### config.mk
export PLATFORM = sky130hd
export DESIGN_NAME = link_group_irq_aggregator
export DESIGN_NICKNAME = d
export VERILOG_FILES = /design/src/verilog/link_group_irq_pkg.sv /design/src/verilog/link_alarm_reg.sv /design/src/verilog/link_group_irq_aggregator.sv
export SDC_FILE = /design/constraint.sdc
export NUM_CORES = 1
export LEC_CHECK = 0
export BUFFER_PORTS_ARGS = -buffer_cell sky130_fd_sc_hd__buf_2
export CORE_AREA = 2 2 229 231
export DETAILED_ROUTE_END_ITERATION = 8
export DIE_AREA = 0 0 231 233
export SYNTH_ARGS = -nofsm -noshare
export SYNTH_HDL_FRONTEND = slang
export SYNTH_SLANG_ARGS = --single-unit
### constraint.sdc
create_clock -name sys_clk -period 6.5 [get_ports sys_clk]
set_input_delay 0.65 -clock sys_clk [delete_from_list [all_inputs] [get_ports sys_clk]]
set_output_delay 0.65 -clock sys_clk [all_outputs]
set_load 0.005 [all_outputs]
### src/verilog/link_group_irq_pkg.sv
// Purpose: constants for the link and group interrupt aggregator
// Assumes: APB word addressing, byte address = 4 * register index
// Notes: register indexes are kept as printed; rule notes follow
// Functional notes
// RULE1: link status bit 4 sets when a violating control cell arrives.
// RULE2: link status bit 3 sets while the link is out of delay sync.
// RULE3: link status bit 2 sets on loss of frame.
// RULE4: link status bit 1 sets on loss of cell delineation.
// RULE5: bits 4..1 stay set until written zero; writing one keeps them.
// RULE6: read-only bit 0 sets on counter overflow, clears when counter serviced.
// RULE7: group summary bits exist only in link 0 status; elsewhere read zero.
// RULE8: sixteen status and sixteen enable registers, all reset to zero.
// RULE9: status raises link request only with matching enable; enable 15:12 read zero.
// RULE10: master status bit per link: any enabled status bit set.
// RULE11: pin level from master status AND master enable, bit by bit.
// RULE12: writes to master status are ignored.
// RULE13: master status is combinational; enable changes reach the pin directly.
// RULE14: group overflow bit per group, set by counter or FIFO overflow.
// RULE15: group overflow bits 15:8 read zero; register resets to zero.
// RULE16: link 0 bit 8 high while any group overflow bit is set.
// RULE17: pin low when a link's master status and master enable are both one.
// RULE18: pin high when no link has both bits set.
// RULE19: group overflow bits stay set until written zero.
package link_group_irq_pkg;
  // ==========================================================
  // sizes
  localparam int NUM_LINKS = 16;
  localparam int NUM_GROUPS = 8;
  localparam int REG_W = 16;
  localparam int IDX_W = 14;
  // ==========================================================
  // register indexes (byte address = index * 4)
  localparam logic [IDX_W-1:0] IDX_MASTER_ENABLE = 14'h0433;
  localparam logic [IDX_W-1:0] IDX_LINK_STATUS_FIRST = 14'h0435;
  localparam logic [IDX_W-1:0] IDX_LINK_STATUS_LAST = 14'h0444;
  localparam logic [IDX_W-1:0] IDX_LINK_ENABLE_FIRST = 14'h0445;
  localparam logic [IDX_W-1:0] IDX_LINK_ENABLE_LAST = 14'h0454;
  localparam logic [IDX_W-1:0] IDX_MASTER_STATUS = 14'h0455;
  localparam logic [IDX_W-1:0] IDX_GROUP_OVERFLOW = 14'h0457;
  localparam logic [IDX_W-1:0] IDX_EVENT_STATUS = 14'h0460;
  localparam logic [IDX_W-1:0] IDX_EVENT_MASK = 14'h0461;
  // ==========================================================
  // link status field positions
  localparam int BIT_CNT_OVF = 0;
  localparam int BIT_DELIN_LOSS = 1;
  localparam int BIT_FRAME_LOSS = 2;
  localparam int BIT_SYNC_LOSS = 3;
  localparam int BIT_VIOLATION = 4;
  localparam int BIT_GROUP_REQ = 8;
  localparam logic [REG_W-1:0] ENABLE_WR_MASK = 16'h0FFF;
  localparam logic [REG_W-1:0] GROUP_WR_MASK = 16'h00FF;
  localparam logic [REG_W-1:0] REG_RESET = 16'h0000;
  // ==========================================================
  // event status bits
  localparam int EVT_W = 3;
  localparam int EVT_LINK_ALARM = 0;
  localparam int EVT_CNT_OVF = 1;
  localparam int EVT_GROUP_OVF = 2;
  localparam logic [EVT_W-1:0] EVT_RESET = 3'h0;
endpackage

### src/verilog/link_alarm_reg.sv
// Purpose: alarm status and enable registers of one link
// Assumes: write strobes are single-cycle, already qualified by clock enable
// Notes: only the link 0 instance carries the group summary bit
`timescale 1ns/1ps
module link_alarm_reg #(
  parameter bit HAS_GROUP = 1'b0
) (
  input wire logic sys_clk, // core clock
  input wire logic rst_b, // async reset, active low
  input wire logic ce, // clock enable
  input wire logic viol, // violating control cell seen
  input wire logic sync_loss, // out of delay sync
  input wire logic frame_loss, // loss of frame
  input wire logic delin_loss, // loss of cell delineation
  input wire logic cnt_ovf, // a counter of this link overflowed
  input wire logic cnt_serviced, // overflowing counter read or written
  input wire logic grp_req, // any group overflow bit set
  input wire logic st_wr, // write to status register
  input wire logic en_wr, // write to enable register
  input wire logic [15:0] wdata, // write data
  output logic [15:0] status, // status read value
  output logic [15:0] enable, // enable read value
  output logic request // enabled status bit set
);
  logic [4:1] sticky;
  logic ovf;
  logic [11:0] en;
  logic grp_bit;
  wire logic [4:1] events = {viol, sync_loss, frame_loss, delin_loss}; // see RULE1 see RULE2 see RULE3 see RULE4
  wire logic [4:1] clr = st_wr ? ~wdata[4:1] : 4'h0;
  wire logic [4:1] next_sticky = events | (sticky & ~clr); // see RULE5
  wire logic next_ovf = cnt_ovf | (ovf & ~cnt_serviced); // see RULE6
  // ==========================================================
  // storage
  always_ff @(posedge sys_clk or negedge rst_b) begin
    if (!rst_b) begin
      sticky <= 4'h0; // see RULE8
      ovf <= 1'b0;
      en <= 12'h000;
    end else if (ce) begin
      sticky <= next_sticky;
      ovf <= next_ovf;
      if (en_wr) begin
        en <= wdata[11:0];
      end
    end
  end
  assign grp_bit = HAS_GROUP & grp_req; // see RULE7 see RULE16
  assign status = {7'h00, grp_bit, 3'h0, sticky, ovf};
  assign enable = {4'h0, en}; // see RULE9
  assign request = |(status[11:0] & en); // see RULE9 see RULE10
endmodule

### src/verilog/link_group_irq_aggregator.sv
// Purpose: link alarm and group overflow interrupt aggregation with APB access
// Assumes: event inputs synchronous to sys_clk, one cycle or longer
// Notes: pready answers in the access phase while ce is high
//
// The APB register port was chosen for this implementation.
`timescale 1ns/1ps
module link_group_irq_aggregator (
  input wire logic sys_clk, // core clock, 100 MHz
  input wire logic rst_b, // async reset, active low
  input wire logic ce, // clock enable, freezes state when low
  input wire logic psel, // apb select
  input wire logic penable, // apb enable
  input wire logic pwrite, // apb direction
  input wire logic [15:0] paddr, // apb byte address
  input wire logic [31:0] pwdata, // apb write data
  output logic [31:0] prdata, // apb read data
  output logic pready, // apb ready
  output logic pslverr, // apb error on unmapped address
  input wire logic [15:0] cell_violation_flag, // per link violating control cell
  input wire logic [15:0] delay_sync_loss_flag, // per link out of delay sync
  input wire logic [15:0] frame_loss_flag, // per link loss of frame
  input wire logic [15:0] delineation_loss_flag, // per link loss of delineation
  input wire logic [15:0] link_cnt_ovf, // per link counter overflow pulse
  input wire logic [15:0] link_cnt_serviced, // per link overflowing counter accessed
  input wire logic [7:0] group_ovf, // per group counter or fifo overflow
  output logic irq_n, // interrupt pin, active low
  output logic evt_irq // event interrupt, active high
);
  // ==========================================================
  // declarations
  logic [15:0] st [16];
  logic [15:0] en [16];
  logic [15:0] link_request_summary;
  logic [15:0] master_enable;
  logic [7:0] group_overflow_status;
  logic [2:0] evt_status;
  logic [2:0] evt_mask;
  logic [15:0] st_wr_vec;
  logic [15:0] en_wr_vec;
  // ==========================================================
  // address decode
  wire logic [13:0] idx = paddr[15:2];
  wire logic aligned = (paddr[1:0] == 2'h0);
  wire logic hit_st = aligned && idx >= link_group_irq_pkg::IDX_LINK_STATUS_FIRST
    && idx <= link_group_irq_pkg::IDX_LINK_STATUS_LAST;
  wire logic hit_en = aligned && idx >= link_group_irq_pkg::IDX_LINK_ENABLE_FIRST
    && idx <= link_group_irq_pkg::IDX_LINK_ENABLE_LAST;
  wire logic hit_me = aligned && idx == link_group_irq_pkg::IDX_MASTER_ENABLE;
  wire logic hit_ms = aligned && idx == link_group_irq_pkg::IDX_MASTER_STATUS;
  wire logic hit_go = aligned && idx == link_group_irq_pkg::IDX_GROUP_OVERFLOW;
  wire logic hit_es = aligned && idx == link_group_irq_pkg::IDX_EVENT_STATUS;
  wire logic hit_em = aligned && idx == link_group_irq_pkg::IDX_EVENT_MASK;
  wire logic mapped = hit_st | hit_en | hit_me | hit_ms | hit_go | hit_es | hit_em;
  wire logic [13:0] st_off = idx - link_group_irq_pkg::IDX_LINK_STATUS_FIRST;
  wire logic [13:0] en_off = idx - link_group_irq_pkg::IDX_LINK_ENABLE_FIRST;
  wire logic [3:0] st_link = st_off[3:0];
  wire logic [3:0] en_link = en_off[3:0];
  wire logic access = psel && penable && ce;
  wire logic wr = access && pwrite && mapped;
  wire logic setup_rd = psel && !penable && !pwrite && ce;
  wire logic [15:0] wd = pwdata[15:0];
  // ==========================================================
  // apb answer
  assign pready = ce;
  assign pslverr = psel && penable && !mapped;
  // ==========================================================
  // per-link registers
  genvar g;
  generate
    for (g = 0; g < link_group_irq_pkg::NUM_LINKS; g++) begin : gen_link
      assign st_wr_vec[g] = wr && hit_st && st_link == 4'(g);
      assign en_wr_vec[g] = wr && hit_en && en_link == 4'(g);
      link_alarm_reg #(
        .HAS_GROUP(g == 0)
      ) u_link (
        .sys_clk(sys_clk),
        .rst_b(rst_b),
        .ce(ce),
        .viol(cell_violation_flag[g]),
        .sync_loss(delay_sync_loss_flag[g]),
        .frame_loss(frame_loss_flag[g]),
        .delin_loss(delineation_loss_flag[g]),
        .cnt_ovf(link_cnt_ovf[g]),
        .cnt_serviced(link_cnt_serviced[g]),
        .grp_req(|group_overflow_status),
        .st_wr(st_wr_vec[g]),
        .en_wr(en_wr_vec[g]),
        .wdata(wd),
        .status(st[g]),
        .enable(en[g]),
        .request(link_request_summary[g]) // see RULE13
      );
    end
  endgenerate
  // ==========================================================
  // master enable, group overflow, events
  wire logic [7:0] go_clr = (wr && hit_go) ? ~wd[7:0] : 8'h00;
  wire logic [7:0] next_group = group_ovf | (group_overflow_status & ~go_clr); // see RULE14 see RULE19
  wire logic [2:0] evt_set = {|group_ovf, |link_cnt_ovf,
    |(cell_violation_flag | delay_sync_loss_flag | frame_loss_flag | delineation_loss_flag)};
  wire logic [2:0] evt_clr = (wr && hit_es) ? wd[2:0] : 3'h0;
  wire logic [2:0] next_evt = evt_set | (evt_status & ~evt_clr);
  always_ff @(posedge sys_clk or negedge rst_b) begin
    if (!rst_b) begin
      master_enable <= link_group_irq_pkg::REG_RESET;
      group_overflow_status <= 8'h00; // see RULE15
      evt_status <= link_group_irq_pkg::EVT_RESET;
      evt_mask <= link_group_irq_pkg::EVT_RESET;
    end else if (ce) begin
      group_overflow_status <= next_group;
      evt_status <= next_evt;
      if (wr && hit_me) begin
        master_enable <= wd;
      end
      if (wr && hit_em) begin
        evt_mask <= wd[2:0];
      end
    end
  end
  // master status has no storage and no write path
  assign irq_n = ~|(link_request_summary & master_enable); // see RULE11 see RULE17 see RULE18 see RULE12
  assign evt_irq = |(evt_status & evt_mask);
  // ==========================================================
  // read data
  wire logic [15:0] rd_mux = hit_st ? st[st_link] :
    hit_en ? en[en_link] :
    hit_me ? master_enable :
    hit_ms ? link_request_summary :
    hit_go ? {8'h00, group_overflow_status} : // see RULE15
    hit_es ? {13'h0000, evt_status} :
    hit_em ? {13'h0000, evt_mask} : 16'h0000;
  always_ff @(posedge sys_clk or negedge rst_b) begin
    if (!rst_b) begin
      prdata <= 32'h0000_0000;
    end else if (setup_rd) begin
      prdata <= {16'h0000, rd_mux};
    end
  end
  // ==========================================================
  // assertions

  // ==========================================================
  // link status bits
  property p_viol_set; // see RULE1
    @(posedge sys_clk) disable iff (!rst_b)
    (ce && cell_violation_flag[0]) |=> st[0][4];
  endproperty
  a_viol_set: assert property (p_viol_set) else $error("violation bit not set"); // see RULE1

  property p_sync_set;
    @(posedge sys_clk) disable iff (!rst_b)
    (ce && delay_sync_loss_flag[3]) |=> st[3][3];
  endproperty
  a_sync_set: assert property (p_sync_set) else $error("sync loss bit not set"); // see RULE2

  property p_frame_set;
    @(posedge sys_clk) disable iff (!rst_b)
    (ce && frame_loss_flag[5]) |=> st[5][2];
  endproperty
  a_frame_set: assert property (p_frame_set) else $error("frame loss bit not set"); // see RULE3

  property p_delin_set;
    @(posedge sys_clk) disable iff (!rst_b)
    (ce && delineation_loss_flag[15]) |=> st[15][1];
  endproperty
  a_delin_set: assert property (p_delin_set) else $error("delineation bit not set"); // see RULE4

  property p_write_one_keeps;
    @(posedge sys_clk) disable iff (!rst_b)
    (st[3][4:1] == 4'hF && (!st_wr_vec[3] || wd[4:1] == 4'hF)) |=> st[3][4:1] == 4'hF;
  endproperty
  a_write_one_keeps: assert property (p_write_one_keeps) else $error("sticky bit lost"); // see RULE5

  property p_write_zero_clears;
    @(posedge sys_clk) disable iff (!rst_b)
    (st_wr_vec[3] && !wd[4] && !cell_violation_flag[3]) |=> !st[3][4];
  endproperty
  a_write_zero_clears: assert property (p_write_zero_clears) else $error("zero write did not clear"); // see RULE5

  property p_sticky_hold;
    @(posedge sys_clk) disable iff (!rst_b)
    !st_wr_vec[3] |=> (st[3][4:1] & $past(st[3][4:1])) == $past(st[3][4:1]);
  endproperty
  a_sticky_hold: assert property (p_sticky_hold) else $error("sticky bit lost without write"); // see RULE5

  property p_freeze;
    @(posedge sys_clk) disable iff (!rst_b)
    !ce |=> $stable(st[3]) && $stable(st[6]);
  endproperty
  a_freeze: assert property (p_freeze) else $error("status moved while frozen"); // see RULE5

  property p_ovf_holds;
    @(posedge sys_clk) disable iff (!rst_b)
    (st[5][0] && !(ce && link_cnt_serviced[5])) |=> st[5][0];
  endproperty
  a_ovf_holds: assert property (p_ovf_holds) else $error("overflow bit dropped early"); // see RULE6

  property p_ovf_ro;
    @(posedge sys_clk) disable iff (!rst_b)
    (ce && link_cnt_ovf[5]) |=> st[5][0] ##1 (st[5][0] || $past(link_cnt_serviced[5]));
  endproperty
  a_ovf_ro: assert property (p_ovf_ro) else $error("overflow bit cleared by write"); // see RULE6

  property p_ovf_clear;
    @(posedge sys_clk) disable iff (!rst_b)
    (ce && link_cnt_serviced[5] && !link_cnt_ovf[5]) |=> !st[5][0];
  endproperty
  a_ovf_clear: assert property (p_ovf_clear) else $error("overflow bit not cleared"); // see RULE6

  property p_ovf_wr_keeps;
    @(posedge sys_clk) disable iff (!rst_b)
    (st_wr_vec[5] && st[5][0] && !link_cnt_serviced[5]) |=> st[5][0];
  endproperty
  a_ovf_wr_keeps: assert property (p_ovf_wr_keeps) else $error("overflow bit written"); // see RULE6

  property p_group_bit_link1;
    @(posedge sys_clk) disable iff (!rst_b)
    st[1][8] == 1'b0 && st[7][8] == 1'b0;
  endproperty
  a_group_bit_link1: assert property (p_group_bit_link1) else $error("group bit outside link 0"); // see RULE7

  property p_group_bits_link9;
    @(posedge sys_clk) disable iff (!rst_b)
    st[9][15:5] == 11'h000;
  endproperty
  a_group_bits_link9: assert property (p_group_bits_link9) else $error("link 9 upper bits set"); // see RULE7

  // ==========================================================
  // enables, summary and pin
  property p_enable_high_zero;
    @(posedge sys_clk) disable iff (!rst_b)
    en_wr_vec[4] |=> en[4][15:12] == 4'h0 && en[4][11:0] == $past(wd[11:0]);
  endproperty
  a_enable_high_zero: assert property (p_enable_high_zero) else $error("enable write wrong"); // see RULE9

  property p_enable_holds;
    @(posedge sys_clk) disable iff (!rst_b)
    !en_wr_vec[3] |=> $stable(en[3]);
  endproperty
  a_enable_holds: assert property (p_enable_holds) else $error("enable moved without write"); // see RULE9

  property p_zero_enable;
    @(posedge sys_clk) disable iff (!rst_b)
    en[3] == 16'h0000 |-> !link_request_summary[3];
  endproperty
  a_zero_enable: assert property (p_zero_enable) else $error("request without enable"); // see RULE9

  property p_summary;
    @(posedge sys_clk) disable iff (!rst_b)
    link_request_summary[6] == |(st[6] & en[6]);
  endproperty
  a_summary: assert property (p_summary) else $error("summary bit mismatch"); // see RULE10

  property p_pin_level;
    @(posedge sys_clk) disable iff (!rst_b)
    irq_n == !(|(link_request_summary & master_enable));
  endproperty
  a_pin_level: assert property (p_pin_level) else $error("pin level wrong"); // see RULE17

  property p_ms_write_ok;
    @(posedge sys_clk) disable iff (!rst_b)
    (wr && hit_ms) |-> !pslverr ##1 $stable(master_enable);
  endproperty
  a_ms_write_ok: assert property (p_ms_write_ok) else $error("master status write had effect"); // see RULE12

  property p_ms_no_write;
    @(posedge sys_clk) disable iff (!rst_b)
    (wr && hit_ms && evt_set == 3'h0 && link_cnt_serviced == 16'h0000) |=> $stable(link_request_summary);
  endproperty
  a_ms_no_write: assert property (p_ms_no_write) else $error("master status changed by write"); // see RULE12

  property p_no_enable;
    @(posedge sys_clk) disable iff (!rst_b)
    master_enable == 16'h0000 |-> irq_n;
  endproperty
  a_no_enable: assert property (p_no_enable) else $error("pin low with no enable"); // see RULE11

  property p_pin_low;
    @(posedge sys_clk) disable iff (!rst_b)
    (link_request_summary[3] && master_enable[3]) |-> !irq_n;
  endproperty
  a_pin_low: assert property (p_pin_low) else $error("pin not low"); // see RULE17

  property p_pin_high;
    @(posedge sys_clk) disable iff (!rst_b)
    (link_request_summary & master_enable) == 16'h0000 |-> irq_n;
  endproperty
  a_pin_high: assert property (p_pin_high) else $error("pin not released"); // see RULE18

  // ==========================================================
  // group overflow
  property p_group_set;
    @(posedge sys_clk) disable iff (!rst_b)
    (ce && group_ovf != 8'h00) |=> (group_overflow_status & $past(group_ovf)) == $past(group_ovf) && st[0][8];
  endproperty
  a_group_set: assert property (p_group_set) else $error("group overflow not set"); // see RULE14

  property p_group_read_high;
    @(posedge sys_clk) disable iff (!rst_b)
    (setup_rd && hit_go) |=> prdata[31:8] == 24'h000000;
  endproperty
  a_group_read_high: assert property (p_group_read_high) else $error("group unused bits nonzero"); // see RULE15

  property p_group_holds;
    @(posedge sys_clk) disable iff (!rst_b)
    (group_overflow_status != 8'h00 && !(wr && hit_go))
      |=> (group_overflow_status & $past(group_overflow_status)) == $past(group_overflow_status);
  endproperty
  a_group_holds: assert property (p_group_holds) else $error("group bit dropped"); // see RULE19

  property p_group_clear;
    @(posedge sys_clk) disable iff (!rst_b)
    (wr && hit_go && group_ovf == 8'h00) |=> group_overflow_status == $past(group_overflow_status & wd[7:0]);
  endproperty
  a_group_clear: assert property (p_group_clear) else $error("group write wrong"); // see RULE19

  property p_link0_group;
    @(posedge sys_clk) disable iff (!rst_b)
    st[0][8] == |group_overflow_status;
  endproperty
  a_link0_group: assert property (p_link0_group) else $error("link 0 group bit wrong"); // see RULE16

  // ==========================================================
  // reset and read paths
  property p_reset_state;
    @(posedge sys_clk) disable iff (!rst_b)
    $rose(rst_b) |-> st[3] == 16'h0000 && en[3] == 16'h0000 && master_enable == 16'h0000;
  endproperty
  a_reset_state: assert property (p_reset_state) else $error("register not reset"); // see RULE8

  property p_ms_read;
    @(posedge sys_clk) disable iff (!rst_b)
    (setup_rd && hit_ms) |=> prdata == {16'h0000, $past(link_request_summary)};
  endproperty
  a_ms_read: assert property (p_ms_read) else $error("master status read wrong"); // see RULE10

  property p_en_read;
    @(posedge sys_clk) disable iff (!rst_b)
    (setup_rd && hit_en) |=> prdata[15:12] == 4'h0;
  endproperty
  a_en_read: assert property (p_en_read) else $error("enable upper bits set"); // see RULE9

  property p_go_read;
    @(posedge sys_clk) disable iff (!rst_b)
    (setup_rd && hit_go) |=> prdata[7:0] == $past(group_overflow_status);
  endproperty
  a_go_read: assert property (p_go_read) else $error("group overflow read wrong"); // see RULE14
endmodule

==> metrics.md <==
| Metric | Value |
|---|---|
| CTS Root Cell | clkbuf_16 |
| Crit path DAT | 3.33 ns |
| CP required | 5.85 ns |
| RSZ-0062 raised after global routing | no |
| First-pass GRT wire length | ~83 mm |
| Cell variety after synth | 83 |
| Core area | 51100 um^2 |
| Clock sinks | between 300 and 400 |
| Max Freq | 251 MHz |
| Critical path type | primary input to output port |
| Post-synth EDFFs | 0 |
| Final setup fails | 0 |
| Post-CTS Setup Inserts | 0 |
| Post-route cell area | 19700 um^2 |
| Cell Pwr Density | between 200 and 250 nW/um^2 |
| Drt first pass iters | 8 |
| Post-route setup TNS | 0 ns |
| Top-count cell post-synth | dfrtp_1 |
| Number of global-route vias before repair | 12600 |
| Storage element area | 7960 um^2 |
| Final WS setup | 2.52 ns |
| Syn Area/Cell | 12.5 um^2 |
| Filler instances | 4917 |
| Period Utilization, post-route | 61.3% |
| Grt total ovfl | 0 |
| Min Clock Period, post-route | 3.98 ns |
| Clock power share | 46.7% |
| Seq cells post-synth | 318 |
| Total Routing Usage GR | 20.9% |
| VDD IR max | about 0.00016 V |
| Post-synthesis async set-or-reset flop share | 100% |
| PostCTS Resize Cnt | 0 |
| Wirelength per Cell | roughly 25 um |
| Row cnt | 83 |
| Worst-Margin Slew | 1.18 ns |
| Sequential element share of the synthesized area | 45.9% |
| Starting Density | 33.9% |
| Syn. warnings | 0 |
| Pre-CTS WS | 2.06 ns |
| Leakage | 9.07 nW |
| Sw frac | between 20% and 30% |
| DRC errors left | 0 |
| Post-synth top area cell | dfrtp_1 |
| Via count | 12700 |
| Worst slew margin | 21.3% |
| # port buffers | 161 |
| Die H | 233 um |
| Clock transition at path regs | 0.06 ns |
| Largest cells by area after synthesis | dfrtp_1 46%, mux2_4 13%, mux4_2 8.7% |
| CTS Hold Bufs | 0 |
| Reg power frac | 45.2% |
| Combinational power share | 8.2% |
| Commonest cells post-synth | 318 x dfrtp_1, 219 x nand2_1, 154 x mux2_4, 95 x o21ai_0, 67 x mux4_2 |
| Mapped Cells | around 1400 |
| Synth Cell Area | between 15000 and 20000 um^2 |
| GPL Wtd Cong | 0.907 |
| Clock Latency Late Sink | 0.56 ns |
| Largest net degree at the start of global routing | 189 |
| 1st-iter DRT viols | 1560 |
| Slew Limit Fails | 0 |
| Dpl cells | about 2100 |
| Initial antenna violation count | 1 |
| Max Cap Violations | 0 |
| Status | finished, final reports clean |
| Vias per std cell | 5.76 |
| Pwr Total | 0.00447 W |
| # H-tree levels | 2 |
| Final nets | roughly 1700 |
| Worst hold path type | primary input to asynchronous set/reset pin |
| Cell Int Power | 0.00335 W |
| Worst Skew | 0.0251 ns |
| DPL Wire Length | between 30 and 40 mm |
| Non-Filler Instances | 2206 |
| Layout overhead on the synthesized area | 13.6% |
| Top-area cell type share of the netlist area | between 40% and 50% |
| Critical path fanouts, max | 28 |
| Die footprint | approximately 54000 um^2 |
| Routed Antenna Nets | 0 |
| Top FF cell, synth | dfrtp_1 |
| Multi-input logic area | 8700 um^2 |
| Crit. End Element | output port |
| Die width | between 200 and 250 um |
| CTS tree | done |
| Post-place instance area | 18500 um^2 |
| Share of layout cells above drive strength 1 | 35.7% |
| Worst Setup Start Kind | primary input |
| WL final | 56.1 mm |
| NetSw | 0.00112 W |
| Fin. Hold Viols | 0 |
| Total CTS buffers | 37 |
| Clock tree buffer depth | 3 |
| Ports | 194 |
==> final cells by class <==
type	count	share of cell area (%)
clock inverter	13	0.813
tap	680	4.32
sequential	318	40.4
antenna	1	0.0127
clock buffer	49	5.24
timing repair buffer	174	4.73
multi-input combinational	956	44.2
inverter	15	0.286
==> worst paths after layout <==
kind | end | startpoint | slack [ns] | cells after the start
worst max-delay path | pslverr | paddr[2] | 2.52 | 10
worst min-delay path | gen_link[0].u_link.sticky[4] | rst_b | 0.02 | 1
worst max register to register | prdata[4] | gen_link[7].u_link.sticky[4] | 4.29 | 5
worst min register to register | prdata[12] | prdata[12] | 0.48 | 2
max in group asynchronous | gen_link[3].u_link.en[8] | rst_b | 5.02 | 2
min in group sys_clk | gen_link[3].u_link.sticky[4] | cell_violation_flag[3] | 0.31 | 3
==> through the flow <==
step,utilization [%],hold slack [ns]
floorplan,-,0.354
global placement,36.2,0.469
detailed placement,36.2,0.472
CTS,38.5,0.0330
global route,38.5,0.0586
finish,38.5,0.0247
==> cell usage in the layout, fill, tap and decap left out, types with 12 or more instances in the layout <==
cell type / synthesis / layout
buf_2: 19 / 158
nand2b_1: 18 / 18
buf_4: 28 / 14
clkbuf_16: 0 / 37
a222oi_1: 19 / 19
mux2_2: 56 / 56
nand4_4: 16 / 16
nor3_1: 12 / 12
a22oi_1: 29 / 29
nor4_1: 31 / 30
nand2_1: 219 / 219
o21ai_0: 95 / 95
a22o_1: 23 / 23
nand4_1: 16 / 16
mux4_2: 67 / 67
mux2i_1: 13 / 13
inv_1: 14 / 14
a21oi_1: 22 / 22
mux2_4: 154 / 154
conb_1: 1 / 16
dfrtp_1: 318 / 318
nor2_1: 20 / 20
==> cells by family after synthesis <==
family                   synth area share [%]
AO/OA/AOI/OAI                            10.2
other                                  0.0216
XOR/XNOR                                0.209
AND/OR/NAND/NOR                          12.0
adder cells (fa/ha/maj)                 0.361
flip-flops                               45.9
buffers and inverters                    4.30
multiplexers                             27.0
==> critical path, stage by stage <==
cell	delay, ns
buf_4	0.40
inv_1	0.29
ha_2	0.46
nor2b_1	0.23
nor4_1	0.09
a31o_2	0.30
nand2_1	0.28
o221ai_1	0.25
a21oi_1	0.22
buf_2	0.14
==> registers in the layout (all words and copies together) (netlist names) <==
name                    cells
evt_mask                    3
evt_status                  3
gen_link.u_link.en        192
gen_link.u_link.ovf        16
gen_link.u_link.sticky     64
group_overflow_status       8
master_enable              16
prdata                     16
==> per-layer routing <==
| metal | wire length, um | share of wire [%] | GRT usage, % | vias to the layer above |
|---|---|---|---|---|
| met5 | 0 | 0 | 0 | - |
| met4 | 1660 | 3.0 | 7.04 | 0 |
| met3 | 5310 | 9.5 | 5.16 | 99 |
| met2 | 24900 | 44 | 31.4 | 646 |
| met1 | 24300 | 43 | 29.4 | 6552 |
| li1 | - | - | - | 5415 |
==> power groups by stage <==
stage,Clock [W],Sequential [W],Combinational [W]
6_report,0.00209,0.00202,0.000366
3_3_place_gp,0,0.00205,0.000359
5_1_grt,0.00220,0.00202,0.000395
3_5_place_dp,0,0.00205,0.000364
4_1_cts,0.00212,0.00202,0.000365
2_1_floorplan,0,0.00204,0.000199
(Power assumes the default switching activity.)
